<file path="src/logic/adc_chmap_pkg.sv">
package adc_chmap_pkg;

   localparam int unsigned NUM_CH = 2;
   localparam int unsigned REG_W  = 16;
   localparam int unsigned ADDR_W = 12;
   localparam int unsigned DATA_W = 32;

   // Register indices; the byte address on the bus is four times the index.
   localparam logic [9:0] IDX_CHANNEL_MAP_ONE = 10'h010;
   localparam logic [9:0] IDX_CHANNEL_MAP_TWO = 10'h012;
   localparam logic [9:0] IDX_SEQ_STATUS      = 10'h013;

   // Field layout shared by both channel map registers.
   localparam int unsigned EN_BIT   = 15;
   localparam int unsigned RSV_BIT  = 14;
   localparam int unsigned SETUP_HI = 13;
   localparam int unsigned SETUP_LO = 12;
   localparam int unsigned RSV2_HI  = 11;
   localparam int unsigned RSV2_LO  = 10;
   localparam int unsigned POS_HI   = 9;
   localparam int unsigned POS_LO   = 5;
   localparam int unsigned NEG_HI   = 4;
   localparam int unsigned NEG_LO   = 0;

   localparam logic [15:0] RST_CHANNEL_MAP_ONE = 16'h0001;
   localparam logic [15:0] RST_CHANNEL_MAP_TWO = 16'h0001;
   // Writable bits: enable, setup choice, positive and negative selectors.
   localparam logic [15:0] WRITE_MASK          = 16'hb3ff;

   // Input selector codes.
   localparam logic [4:0] CODE_AIN_FIRST = 5'h00;
   localparam logic [4:0] CODE_AIN_LAST  = 5'h04;
   localparam logic [4:0] CODE_REF_POS   = 5'h15;
   localparam logic [4:0] CODE_REF_NEG   = 5'h16;

   // Status register bit positions.
   localparam int unsigned ST_CUR_CH   = 0;
   localparam int unsigned ST_AUTO_SEQ = 1;
   localparam int unsigned ST_RUN      = 2;
   localparam int unsigned ST_CODE_ERR = 3;

   typedef enum logic {SEQ_IDLE, SEQ_RUN} seq_state_t;

   function automatic logic codeLegal(input logic [4:0] code);
      codeLegal = (code <= CODE_AIN_LAST) || (code == CODE_REF_POS) || (code == CODE_REF_NEG);
   endfunction

endpackage

</file>
<file path="src/logic/adc_channel_map_registers.sv">
`timescale 1ns/100ps
//Contract
//- Bits 4:0 pick negative input code
//- Negative selector resets to input one
//- Second map at 0x12, reset 0x0001
//- Bit 15 enables channel two
//- Several enabled channels sequence automatically
//- Bits 13:12 choose setup, reset zero
//- Setup bundles four registers applied together
//- Bits 9:5 pick positive input code
module adc_channel_map_registers (
   input  wire logic        clk_sys,          // System clock, 40 MHz.
   input  wire logic        reset_n,          // Synchronous reset, active low.
   input  wire logic        clkEn,            // Clock enable; all state holds while low.
   input  wire logic        psel,             // APB select.
   input  wire logic        penable,          // APB enable.
   input  wire logic        pwrite,           // APB direction, high for write.
   input  wire logic [11:0] paddr,            // APB byte address.
   input  wire logic [31:0] pwdata,           // APB write data.
   output logic      [31:0] prdata,           // APB read data.
   output logic             pready,           // APB ready.
   output logic             pslverr,          // APB error for unmapped address.
   input  wire logic        convDone,         // Pulse from converter: conversion finished.
   output logic      [1:0]  chanEnable,       // Enable bits of both channels.
   output logic             activeChannel,    // Channel now connected to the modulator.
   output logic      [4:0]  activePosSelect,  // Positive input code for active channel.
   output logic      [4:0]  activeNegSelect,  // Negative input code for active channel.
   output logic      [1:0]  activeSetup,      // Setup index applied to active channel.
   output logic             autoSequence,     // High when more than one channel is enabled.
   output logic             conversionRun     // High while any channel is enabled.
);

   logic [15:0] chanMap [adc_chmap_pkg::NUM_CH];
   logic [1:0]  mapHit;
   logic        statusHit;
   logic        addrOk;
   logic        setupPhase;
   logic        writeStrobe;
   logic        curChan;
   logic        seqRunning;
   logic        codeError;
   logic [15:0] statusWord;
   logic [15:0] next_readWord;
   logic [9:0]  regIndex;

   ////////////////////////////////////////////////////////////////////////////
   // Address decode.
   assign regIndex    = paddr[11:2];
   assign mapHit[0]   = (regIndex == adc_chmap_pkg::IDX_CHANNEL_MAP_ONE);
   assign mapHit[1]   = (regIndex == adc_chmap_pkg::IDX_CHANNEL_MAP_TWO);
   assign statusHit   = (regIndex == adc_chmap_pkg::IDX_SEQ_STATUS);
   assign addrOk      = (mapHit != 2'h0) || statusHit;
   assign setupPhase  = psel && !penable;
   assign writeStrobe = psel && penable && pwrite && clkEn;

   // Read data is latched in the setup phase, so every access with clkEn high completes in one access cycle.
   assign pready  = psel && penable && clkEn;
   assign pslverr = psel && penable && clkEn && !addrOk;

   ////////////////////////////////////////////////////////////////////////////
   // Channel map registers. Reserved bits never take write data, so a host that
   // ignores its duty to write zeros there still reads zeros back.
   generate
      for (genvar ch = 0; ch < adc_chmap_pkg::NUM_CH; ch++) begin : gMap
         always_ff @(posedge clk_sys) begin
            if (!reset_n) begin
               chanMap[ch] <= (ch == 0) ? adc_chmap_pkg::RST_CHANNEL_MAP_ONE
                                        : adc_chmap_pkg::RST_CHANNEL_MAP_TWO;
            end else if (writeStrobe && mapHit[ch]) begin
               chanMap[ch] <= pwdata[15:0] & adc_chmap_pkg::WRITE_MASK;
            end
         end
         assign chanEnable[ch] = chanMap[ch][adc_chmap_pkg::EN_BIT];
      end
   endgenerate

   ////////////////////////////////////////////////////////////////////////////
   // Sequencing across enabled channels.
   chan_sequencer uSeq (
      .clk_sys  (clk_sys),
      .reset_n  (reset_n),
      .clkEn    (clkEn),
      .enMask   (chanEnable),
      .convDone (convDone),
      .curChan  (curChan),
      .running  (seqRunning)
   );

   // Flags an enabled channel whose selector holds a code outside the legal set.
   always_comb begin
      codeError = 1'b0;
      for (int i = 0; i < adc_chmap_pkg::NUM_CH; i++) begin
         if (chanEnable[i] &&
             (!adc_chmap_pkg::codeLegal(chanMap[i][adc_chmap_pkg::POS_HI:adc_chmap_pkg::POS_LO]) ||
              !adc_chmap_pkg::codeLegal(chanMap[i][adc_chmap_pkg::NEG_HI:adc_chmap_pkg::NEG_LO]))) begin
            codeError = 1'b1;
         end
      end
   end

   always_comb begin
      statusWord                              = 16'h0000;
      statusWord[adc_chmap_pkg::ST_CUR_CH]    = curChan;
      statusWord[adc_chmap_pkg::ST_AUTO_SEQ]  = &chanEnable;
      statusWord[adc_chmap_pkg::ST_RUN]       = seqRunning;
      statusWord[adc_chmap_pkg::ST_CODE_ERR]  = codeError;
   end

   ////////////////////////////////////////////////////////////////////////////
   // Read path.
   always_comb begin
      if (mapHit[0]) begin
         next_readWord = chanMap[0];
      end else if (mapHit[1]) begin
         next_readWord = chanMap[1];
      end else if (statusHit) begin
         next_readWord = statusWord;
      end else begin
         next_readWord = 16'h0000;
      end
   end

   always_ff @(posedge clk_sys) begin
      if (!reset_n) begin
         prdata <= 32'h00000000;
      end else if (clkEn && setupPhase) begin
         prdata <= {16'h0000, next_readWord};
      end
   end

   ////////////////////////////////////////////////////////////////////////////
   // Outputs toward the modulator front end, registered. The setup index is
   // handed on whole: configuration, filter, offset and gain follow it together.
   always_ff @(posedge clk_sys) begin
      if (!reset_n) begin
         activeChannel   <= 1'b0;
         activePosSelect <= adc_chmap_pkg::RST_CHANNEL_MAP_ONE[adc_chmap_pkg::POS_HI:adc_chmap_pkg::POS_LO];
         activeNegSelect <= adc_chmap_pkg::RST_CHANNEL_MAP_ONE[adc_chmap_pkg::NEG_HI:adc_chmap_pkg::NEG_LO];
         activeSetup     <= 2'h0;
         autoSequence    <= 1'b0;
         conversionRun   <= 1'b0;
      end else if (clkEn) begin
         activeChannel   <= curChan;
         activePosSelect <= chanMap[curChan][adc_chmap_pkg::POS_HI:adc_chmap_pkg::POS_LO];
         activeNegSelect <= chanMap[curChan][adc_chmap_pkg::NEG_HI:adc_chmap_pkg::NEG_LO];
         activeSetup     <= chanMap[curChan][adc_chmap_pkg::SETUP_HI:adc_chmap_pkg::SETUP_LO];
         autoSequence    <= &chanEnable;
         conversionRun   <= seqRunning;
      end
   end

endmodule

</file>
<file path="src/logic/chan_sequencer.sv">
`timescale 1ns/100ps
module chan_sequencer (
   input  wire logic        clk_sys,    // System clock.
   input  wire logic        reset_n,    // Synchronous reset, active low.
   input  wire logic        clkEn,      // Clock enable; state holds while low.
   input  wire logic [1:0]  enMask,     // Channel enable bits, one per channel.
   input  wire logic        convDone,   // Pulse: conversion on current channel finished.
   output logic             curChan,    // Channel currently being converted.
   output logic             running     // At least one channel enabled.
);

   adc_chmap_pkg::seq_state_t state;
   logic                      nextChan;

   ////////////////////////////////////////////////////////////////////////////
   // Next enabled channel after the current one; wraps so a lone channel stays.
   always_comb begin
      if (enMask[~curChan]) begin
         nextChan = ~curChan;
      end else begin
         nextChan = curChan;
      end
   end

   ////////////////////////////////////////////////////////////////////////////
   always_ff @(posedge clk_sys) begin
      if (!reset_n) begin
         state   <= adc_chmap_pkg::SEQ_IDLE;
         curChan <= 1'b0;
         running <= 1'b0;
      end else if (clkEn) begin
         unique case (state)
            adc_chmap_pkg::SEQ_IDLE: begin
               if (enMask != 2'h0) begin
                  state   <= adc_chmap_pkg::SEQ_RUN;
                  curChan <= enMask[0] ? 1'b0 : 1'b1;
                  running <= 1'b1;
               end
            end
            adc_chmap_pkg::SEQ_RUN: begin
               if (enMask == 2'h0) begin
                  state   <= adc_chmap_pkg::SEQ_IDLE;
                  running <= 1'b0;
               end else if (!enMask[curChan] || convDone) begin
                  // A disabled channel is left at once rather than finishing its conversion.
                  curChan <= nextChan;
               end
            end
         endcase
      end
   end

endmodule

</file>
<file path="config.mk">
export PLATFORM = sky130hd
export DESIGN_NAME = adc_channel_map_registers
export DESIGN_NICKNAME = d
export VERILOG_FILES = /design/src/logic/adc_chmap_pkg.sv /design/src/logic/adc_channel_map_registers.sv /design/src/logic/chan_sequencer.sv
export SDC_FILE = /design/constraint.sdc
export NUM_CORES = 1
export LEC_CHECK = 0
export BUFFER_PORTS_ARGS = -buffer_cell sky130_fd_sc_hd__buf_2
export CAP_MARGIN = 40
export CORE_AREA = 8 8 85 87
export DETAILED_ROUTE_END_ITERATION = 8
export DIE_AREA = 0 0 93 95
export PLACE_DENSITY = 0.84
export SYNTH_ARGS = -nofsm -noshare
export SYNTH_HDL_FRONTEND = slang
export SYNTH_SLANG_ARGS = --single-unit
export TNS_END_PERCENT = 1
</file>
<file path="constraint.sdc">
create_clock -name clk_sys -period 3.3 [get_ports clk_sys]
set_input_delay 0.33 -clock clk_sys [delete_from_list [all_inputs] [get_ports clk_sys]]
set_output_delay 0.33 -clock clk_sys [all_outputs]
set_load 0.005 [all_outputs]
</file>
==> flow_summary.ini, run 1 <==
[yosys]
synth_ff_type = dfxtp_1
avgSynthCellArea_um2 = 10.3
synthMuxAreaShare_pct = 4.86
netlist.area_leader.share_pct = 27.1
synth-edff-count = 26
syn_area_mm2 = 0.00288
yosysUniqueCellTypes = 52
synth_compound_area_share_pct = 15.4
synth-simple-area-share_pct = 20.2
yosysMostFrequentCell = dfxtp_1
synthArstFlopShare_pct = 0
synth_area_leader_cell = edfxtp_1
ys_seq_area_share_pct = 48.6
synth_top_family_by_area = simple AND/OR/NAND/NOR gates
ys_ff_latch = 57
synthTopCellsByArea = edfxtp_1, dfxtp_1, buf_4
yosysWarnings = 0
ys_top_cells_by_count = dfxtp_1, edfxtp_1, nand2_1
synth_xor_area_share_pct = 0.607
netlist_instances = 281
synthAdderAreaFrac_pct = 1.30

[routing]
route.vias.total = 2198
drt-met1-wl_mm = 2.57
ant_nets = 0
wl_mm = 6.45
drc = 0
drt-pass1-iter-count = 4
viasPerCell = 5.30
drtIter0Drc = 258
dr_wl_met3_um = 602
highest_layer = met4
wl_per_cell_um = 15.5
route.met2.wl_mm = 3.07

[flow_run]
maxCapViolCount = 0

[clock_tree]
holdBufCountCts = 0
cts_resized = 0
cts_tree = built
insertion_delay_ns = 0.34
cts-root-buf = clkbuf_8
clk_pin_slew_ns = 0.07
cts_buffers = 9
htree_levels = 3
cts_buffer_depth = 2
clock_sinks = 57
cts_setup_buffers = 0

[power]
finalPower_uw = 1750
ir_worst_vdd_mv = 0.238
pwr_density_cell_mw_per_mm2 = 520
p_leak_uw = 0.00149

[worst_setup_path]
cp_top_family = compound AO/OA/AOI/OAI gates
timing.rr.start = chanMap[1][9]
ff2ff_setup_slack_ns = 1.44
crit_chain = or2_2 > a21oi_1 > o221ai_1 > o311ai_0 > a211oi_1
critPathMaxFanout = 6
rr_worst_depth = 5
crit_buf_inv = 0
rr_endpoint = prdata[3]
worstSetupPathType = reg2reg
crit_path_start_kind = register
worst_setup_path_end_kind = register
critPathArrivalTime_ns = 2.06
crit_path_top_delay_cell = edfxtp_1
critical_path.max_stage_delay_ns = 0.49
critPathRequiredTime_ns = 3.51

[timing]
fin_crit_sh_pct = 56.3
rsz0062_at_grt = false
setup_viol = 0
tightest_slew_ns = 0.884
post-route-min-period_ns = 1.86
fmax_ghz = 0.538
tns_ns = 0
hold_viol_final = 0
fin_skew_ns = 0.00718
slew_headroom_pct = 41.0
drv_slew = 0

[final_layout]
n_antenna_cell = 0
syn_to_final_growth_pct = 16.9
fillerInstances = 489
stdcell_count = 415
drive_above_1_share_pct = 26.5
nets = 389

[placement]
hpwlAfterDp_mm = 4.70
gp_congestion = 0.830
place_inst = 399
io_buffers = 61

[min_path]
hp-class = in2reg
hold_start = pwdata[0]
min_delay_path_depth = 2
worst_hold_path.endpoint = chanMap[0][0]

[floorplan]
die_x_um = 93
fp-row-count = 28
ios = 102
coreArea_mm2 = 0.00582
start_util_pct = 49.6
die_h_um = 95
design.die.area_mm2 = 0.00884

[global_routing]
first_global_vias = 2150
grt_start_max_net_pins = 37
grt_overflow = 0
grt_usage_pct = 14.9
grt_first_pass_wirelength_mm = 10.3
antenna_found_initial = 0

[run_status]
status = complete, no violations
-- how the worst max path moves through the flow --
| stage | depth (start not counted) | slack [ns] | from | to |
|---|---|---|---|---|
| after global routing | 8 | 1.34 | chanMap[0][12] | uSeq.curChan |
| final | 5 | 1.44 | chanMap[1][9] | prdata[3] |
| after CTS | 8 | 1.47 | chanMap[0][12] | uSeq.curChan |
| after floorplan | 5 | 0.69 | paddr[9] | chanMap[0][0] |
| after detailed placement | 6 | 1.18 | paddr[9] | chanMap[0][5] |
| after global placement | 6 | 1.19 | paddr[9] | chanMap[0][5] |
-- layout by cell type, fill, tap and decap left out, types with 3 or more instances in the layout --
cell type	n
or2_2	3
edfxtp_1	26
o211a_1	12
nand3_1	4
nand2b_1	4
a221oi_1	9
o211ai_1	3
inv_1	5
and2_1	22
a21oi_1	6
a21boi_0	4
nor2_1	18
nor3_1	3
buf_2	61
nand2_1	23
clkbuf_8	10
o21ai_0	18
conb_1	19
dfxtp_1	31
mux2i_1	14
ha_1	3
bufinv_16	3
nor2b_1	6
-- registers in the layout, summed over array words and instances (netlist names) --
| name | count |
|---|---|
| activePosSelect | 5 |
| activeSetup | 2 |
| activeChannel | 1 |
| uSeq.curChan | 1 |
| chanMap | 26 |
| conversionRun | 1 |
| activeNegSelect | 5 |
| uSeq.running | 1 |
| uSeq.state | 1 |
| autoSequence | 1 |
| prdata | 13 |
-- per-layer routing --
metal  track usage, %  up-vias
met1             16.1     1020
li1                 -     1074
met5                0        -
met4             9.93        0
met3             5.40       15
met2             24.1       89
-- worst register-to-register path, stage by stage, from the launching register on --
cell      delay, ns
edfxtp_1       0.49
or2_2          0.32
a21oi_1        0.18
o221ai_1       0.16
o311ai_0       0.43
a211oi_1       0.14
-- cells by family (layout without fill, tap and decap cells) --
logic type	after synthesis	after routing
compound gates	61	61
simple gates	100	100
xor+xnor	2	2
mux	14	14
buf+inv	43	84
fa+ha+maj	3	3
other cells	1	19
flops	57	57
-- power breakdown --
group          leakage [uW]  internal [uW]  switching (uW)  total [uW]
sequential         0.000503            776            37.3         813
clock              0.000120            521             271         792
combinational      0.000872           69.3            77.9         147
-- cell type report --
type	instances	area (um2)	area share (%)
Clock buffer	11	141	4.19
Clock inverter	5	103	3.04
Inverter	5	18.8	0.557
Multi-Input combinational cell	199	1290	38.4
Sequential cell	57	1400	41.6
Tap cell	75	93.8	2.78
Timing Repair Buffer	63	320	9.50
-- per-stage QoR --
step                      hold WS (ns)  area (um2)  setup slack (ns)  utilization [%]
after global placement           0.452        3130              1.19             53.8
after detailed placement         0.463        3130              1.18             53.8
after global routing             0.251        3370              1.34             58.0
final                            0.258        3370              1.44             58.0
after floorplan                  0.457        2950             0.687                -
after CTS                        0.251        3370              1.47             58.0
No activity file was read; power rests on OpenSTA's default activity.
==> run 2: changes to the inputs <==
- ABC_AREA: default -> 1
- CORE_AREA: 8 8 85 87 -> 8 8 86 88
- DIE_AREA: 0 0 93 95 -> 0 0 94 96
- clock period: 3.3 -> 1.87 ns (I/O delays scaled with it)
==> run 2 against run 1 <==
Critical path depth fell by 1. Maximum frequency rose by 25%. Global-route usage rose by 1.7 points. Clock skew rose by 0.0026 ns. Sequential power rose by 76%. Count of clock-buffer cells in the layout fell by 1. Final cell count rose by 27%. Critical endpoint is now activeNegSelect[2]. Largest power group unchanged. Highest routed layer unchanged.
==> flow_summary.ini, run 2 <==
[timing]
tightest_slew_ns = 0.681
setup_viol = 0
post-route-min-period_ns = 1.49
drv_slew = 0
rsz0062_at_grt = false
fmax_ghz = 0.672
fin_crit_sh_pct = 79.5
fin_skew_ns = 0.00981
tns_ns = 0
hold_viol_final = 0
slew_headroom_pct = 54.6

[routing]
drc = 0
route.vias.total = 2658
drt-pass1-iter-count = 4
wl_mm = 7.25
drtIter0Drc = 273
wl_per_cell_um = 13.7
viasPerCell = 5.04
ant_nets = 0

[min_path]
hold_start = pwdata[0]
worst_hold_path.endpoint = chanMap[1][0]
min_delay_path_depth = 3
hp-class = in2reg

[clock_tree]
cts_tree = built
clk_pin_slew_ns = 0.07
cts_buffers = 9
cts-root-buf = clkbuf_8
cts_buffer_depth = 2
clock_sinks = 57
htree_levels = 3
insertion_delay_ns = 0.34
cts_setup_buffers = 0
cts_resized = 0
holdBufCountCts = 0

[placement]
hpwlAfterDp_mm = 5.51
gp_congestion = 0.920
io_buffers = 61

[final_layout]
largest_reg_flops = 26
reg_top3 = chanMap x26, prdata x13
n_antenna_cell = 0
utilization_pct = 57.0
seqCellArea_mm2 = 0.00140
final_common_cell = inv_1
layout_common_cells = inv_1, nor2_1, buf_2
multi_input_area_mm2 = 0.00116
drive_above_1_share_pct = 21.1
regMostFlops = chanMap
fillerInstances = 556
syn_to_final_growth_pct = 17.5
nets = 499

[flow_run]
maxCapViolCount = 0

[worst_setup_path]
rr_endpoint = activeNegSelect[2]
critPathArrivalTime_ns = 1.73
cp-startpoint = uSeq.curChan
ff2ff_setup_slack_ns = 0.38
critPathMostFrequentCell = inv_1
worstSetupPathType = reg2reg
crit_path_top_delay_cell = inv_1
cp_top_family = buffers and inverters
crit_path_start_kind = register
worst_setup_path_end_kind = register
rr_worst_depth = 4
timing.rr.start = uSeq.curChan
critical_path.max_stage_delay_ns = 0.53
crit_chain = inv_1 > o21ai_0 > o211ai_1 > inv_1
critPathMaxFanout = 25
critPathRequiredTime_ns = 2.11
crit_buf_inv = 2

[power]
p_leak_uw = 0.00175
ir_worst_vdd_mv = 0.532
p_clk_share_pct = 39.0
p_sw_uw = 748
combPwrFrac_pct = 11.6
p_int_uw = 2150
pwr_density_cell_mw_per_mm2 = 833
p_sw_share_pct = 25.8
pwr-share-seq_pct = 49.4

[yosys]
synth-edff-count = 26
yosysMostFrequentCell = inv_1
synth_ff_type = dfxtp_1
synthArstFlopShare_pct = 0
ys_ff_latch = 57
ys_seq_area_share_pct = 47.4
synth_area_leader_cell = edfxtp_1
syn_area_mm2 = 0.00296
synthTopCellsByArea = edfxtp_1, dfxtp_1, inv_1
ys_top_cells_by_count = inv_1, nor2_1, nand2_1
avgSynthCellArea_um2 = 7.81
yosysUniqueCellTypes = 28
netlist_instances = 379
yosysWarnings = 0
netlist.area_leader.share_pct = 26.4

[floorplan]
coreArea_mm2 = 0.00610
fp-row-count = 29
die_x_um = 94
design.die.area_mm2 = 0.00902
start_util_pct = 48.5
die_h_um = 96
ios = 102

[global_routing]
antenna_found_initial = 0
grt_start_max_net_pins = 27
first_global_vias = 2486
grt_overflow = 0
grt_first_pass_wirelength_mm = 11.6
grt_usage_pct = 16.5

[run_status]
status = complete, no violations
[run 2: layout make-up]
class | instances | share of cell area, %
Multi-Input combinational cell | 241 | 33.4
Timing Repair Buffer | 71 | 10.9
Sequential cell | 57 | 40.3
Clock buffer | 10 | 3.96
Tap cell | 77 | 2.77
Clock inverter | 6 | 1.66
Inverter | 65 | 7.02
[run 2: kinds of logic after synthesis]
family | count (synthesis) | share of synthesized area, %
compound gates | 73 | 14.3
flops | 57 | 47.4
other cells | 1 | 0.127
simple gates | 146 | 21.2
buf+inv | 99 | 15.7
fa+ha+maj | 3 | 1.27
[run 2: power by group through the flow]
stage | Combinational, uW | Sequential [uW] | Clock, uW
after CTS | 337 | 1430 | 1150
after floorplan | 224 | 1450 | 0
after global placement | 326 | 1450 | 0
after detailed placement | 335 | 1460 | 0
final | 337 | 1430 | 1130
after global routing | 383 | 1440 | 1210
[run 2: metrics by stage]
stage	cell area (um2)	total power, uW	hold slack [ns]	worst slack, ns	std cells
2_1_floorplan	3030	1670	0.325	0.176	397
3_3_place_gp	3280	1780	0.459	0.210	511
3_5_place_dp	3280	1790	0.457	0.104	511
4_1_cts	3480	2920	0.113	0.381	527
5_1_grt	3480	3030	0.142	0.242	527
6_report	3480	2900	0.124	0.383	527
[run 2: worst min-delay path: stages]
cell and delay [ns]:
buf_2 0.07, inv_1 0.04, nand2_1 0.05
[run 2: how the worst max path moves through the flow]
stage / end / depth (start not counted)
after floorplan: chanMap[0][0] / 8
after global placement: chanMap[0][9] / 8
after detailed placement: chanMap[0][11] / 8
after CTS: uSeq.running / 4
after global routing: activeNegSelect[3] / 5
final: activeNegSelect[2] / 4
[run 2: per-layer routing]
layer  share of wire [%]  vias up  global-route usage (%)
li1                    -     1317                       -
met5                   0        -                       0
met3                 9.3       11                    5.77
met4                 2.1        0                    7.93
met2                  48      116                    27.9
met1                  41     1214                    18.4
==> run 3: changes to the inputs <==
- ABC_AREA: 1 -> 0
- CORE_AREA: 8 8 86 88 -> 8 8 85 87
- DIE_AREA: 0 0 94 96 -> 0 0 93 95
- clock period: 1.87 -> 1.53 ns (I/O delays scaled with it)
==> run 3 against run 2 <==
The flow now finishes with violations (negative setup slack). Count of clock-buffer cells in the layout unchanged. Via count decreased by 13%. Global-route usage decreased by 0.44 points. Flip-flop and latch count unchanged. Final cell count decreased by 17%. Register-to-register slack got worse by 0.51 ns. First-iteration DRC count increased by 33%. Combinational power increased by 19%. Utilization increased by 3.9 points. Wire length decreased by 2.6%. Largest cell class unchanged.
==> flow_summary.ini, run 3 (synthesis gave the netlist of run 1 again) <==
[run_status]
status = finished with violations
violations = negative setup slack

[power]
pwr_density_cell_mw_per_mm2 = 931
combPwrFrac_pct = 12.2
pwr-share-seq_pct = 52.8
p_sw_share_pct = 26.0
p_leak_uw = 0.00158
p_clk_share_pct = 35.1
p_int_uw = 2440
ir_worst_vdd_mv = 0.509
p_sw_uw = 858

[global_routing]
grt_first_pass_wirelength_mm = 11.0
first_global_vias = 2235
met2_usage_pct = 25.6
grt_busiest_layer = met2
grt_overflow = 0
use_met3_pct = 4.44
grt_use_met1_pct = 18.5
grt_usage_pct = 16.1
grt_start_max_net_pins = 35
antenna_found_initial = 0

[timing]
layout_setup_ws_ns = -0.124
setup_viol = 1
post-route-min-period_ns = 1.65
drv_slew = 0
fin_skew_ns = 0.00693
fmax_ghz = 0.605
hold_viol_final = 0
fin_hold_ws_ns = 0.0866
fin_crit_sh_pct = 108
rsz0062_at_grt = true
tns_ns = -0.124

[final_layout]
drive_above_1_share_pct = 32.2
layout_common_cells = buf_2, dfxtp_1, edfxtp_1
nets = 409
n_antenna_cell = 0
reg_top3 = chanMap x26, prdata x13
regMostFlops = chanMap
syn_to_final_growth_pct = 22.8
largest_reg_flops = 26
final_common_cell = buf_2

[floorplan]
coreArea_mm2 = 0.00582
ios = 102
fp-row-count = 28
start_util_pct = 49.6
die_x_um = 93
design.die.area_mm2 = 0.00884
die_h_um = 95

[worst_setup_path]
critPathRequiredTime_ns = 1.78
critPathMaxFanout = 5
crit_path_top_delay_cell = edfxtp_1
critical_path.max_stage_delay_ns = 0.46
crit_chain = and4b_1 > nor4_1 > a211o_1 > a311oi_1 > a211oi_1
crit_path_start_kind = register
cp_top_family = simple AND/OR/NAND/NOR gates
crit_buf_inv = 0
critPathArrivalTime_ns = 1.90
worst_setup_path_end_kind = register
ff2ff_setup_slack_ns = -0.12
worstSetupPathType = reg2reg

[placement]
hpwlAfterDp_mm = 5.14
gp_congestion = 0.839
io_buffers = 61

[clock_tree]
clock_sinks = 57
cts_tree = built
cts_buffers = 9
cts_buffer_depth = 2
insertion_delay_ns = 0.34
holdBufCountCts = 0
htree_levels = 3
cts-root-buf = clkbuf_8
clk_pin_slew_ns = 0.06

[routing]
wl_per_cell_um = 16.2
route.vias.total = 2315
wl_mm = 7.06
drc = 0
drtIter0Drc = 362
drt-pass1-iter-count = 8
viasPerCell = 5.32
ant_nets = 0

[min_path]
hp-class = in2reg

[flow_run]
maxCapViolCount = 0
run 3: cell count changes in the layout (fill, tap and decap cells not counted), sizes merged, moves of 14 or more:
cell    previous run  this run
a21oi             22         6
and2               0        24
inv               65         5
mux2i              0        14
nand2             54        24
nor2              64        19
o211ai            20         3
run 3: through the flow:
stage	area [um2]	utilization [%]	setup WS, ns	power (uW)	instances
5_1_grt	3540	60.9	-0.177	3450	435
3_5_place_dp	3330	57.2	-0.183	2150	416
4_1_cts	3510	60.3	-0.00202	3310	433
3_3_place_gp	3330	57.2	-0.150	2130	416
6_report	3540	60.9	-0.124	3300	435
2_1_floorplan	2990	-	-0.190	2000	299
run 3: power by group through the flow:
stage	combinational, uW	sequential (uW)	clock (uW)
CTS	386	1740	1180
detailed placement	378	1770	0
global placement	367	1760	0
finish	401	1740	1160
global route	441	1750	1260
floorplan	242	1760	0
run 3: area by class of cell:
cell class	instances	area, um2
well taps	75	93.8
clock inverters	6	35.0
inverters	5	18.8
fillers	478	2270
clock buffers	10	128
multi-input cells	199	1350
repair buffers	83	512
flip-flops and latches	57	1400
run 3: worst paths after layout:
kind                                    start            end  cells after the start
worst min-delay path                pwdata[0]  chanMap[0][0]                      2
worst max-delay path            chanMap[0][9]      prdata[3]                      5
worst max register to register  chanMap[0][9]      prdata[3]                      5
worst min register to register      prdata[0]      prdata[0]                      2
run 3: layer usage:
layer	wire (um)	part of all wire (%)
met5	0	0
met1	2850	40
met2	3450	49
met3	573	8.1
met4	186	2.6
run 3: worst register-to-register path, cell delays in order, from the launching register on:
cell and delay, ns:
edfxtp_1 0.46, and4b_1 0.24, nor4_1 0.35, a211o_1 0.16, a311oi_1 0.10, a211oi_1 0.26
run 3: what timing repair did:
item,CTS,global route
endpoints found under the hold margin,0,0
setup endpoints to repair,3,3
pin swaps,3,2
setup buffers,1,2
resized for setup,7,3
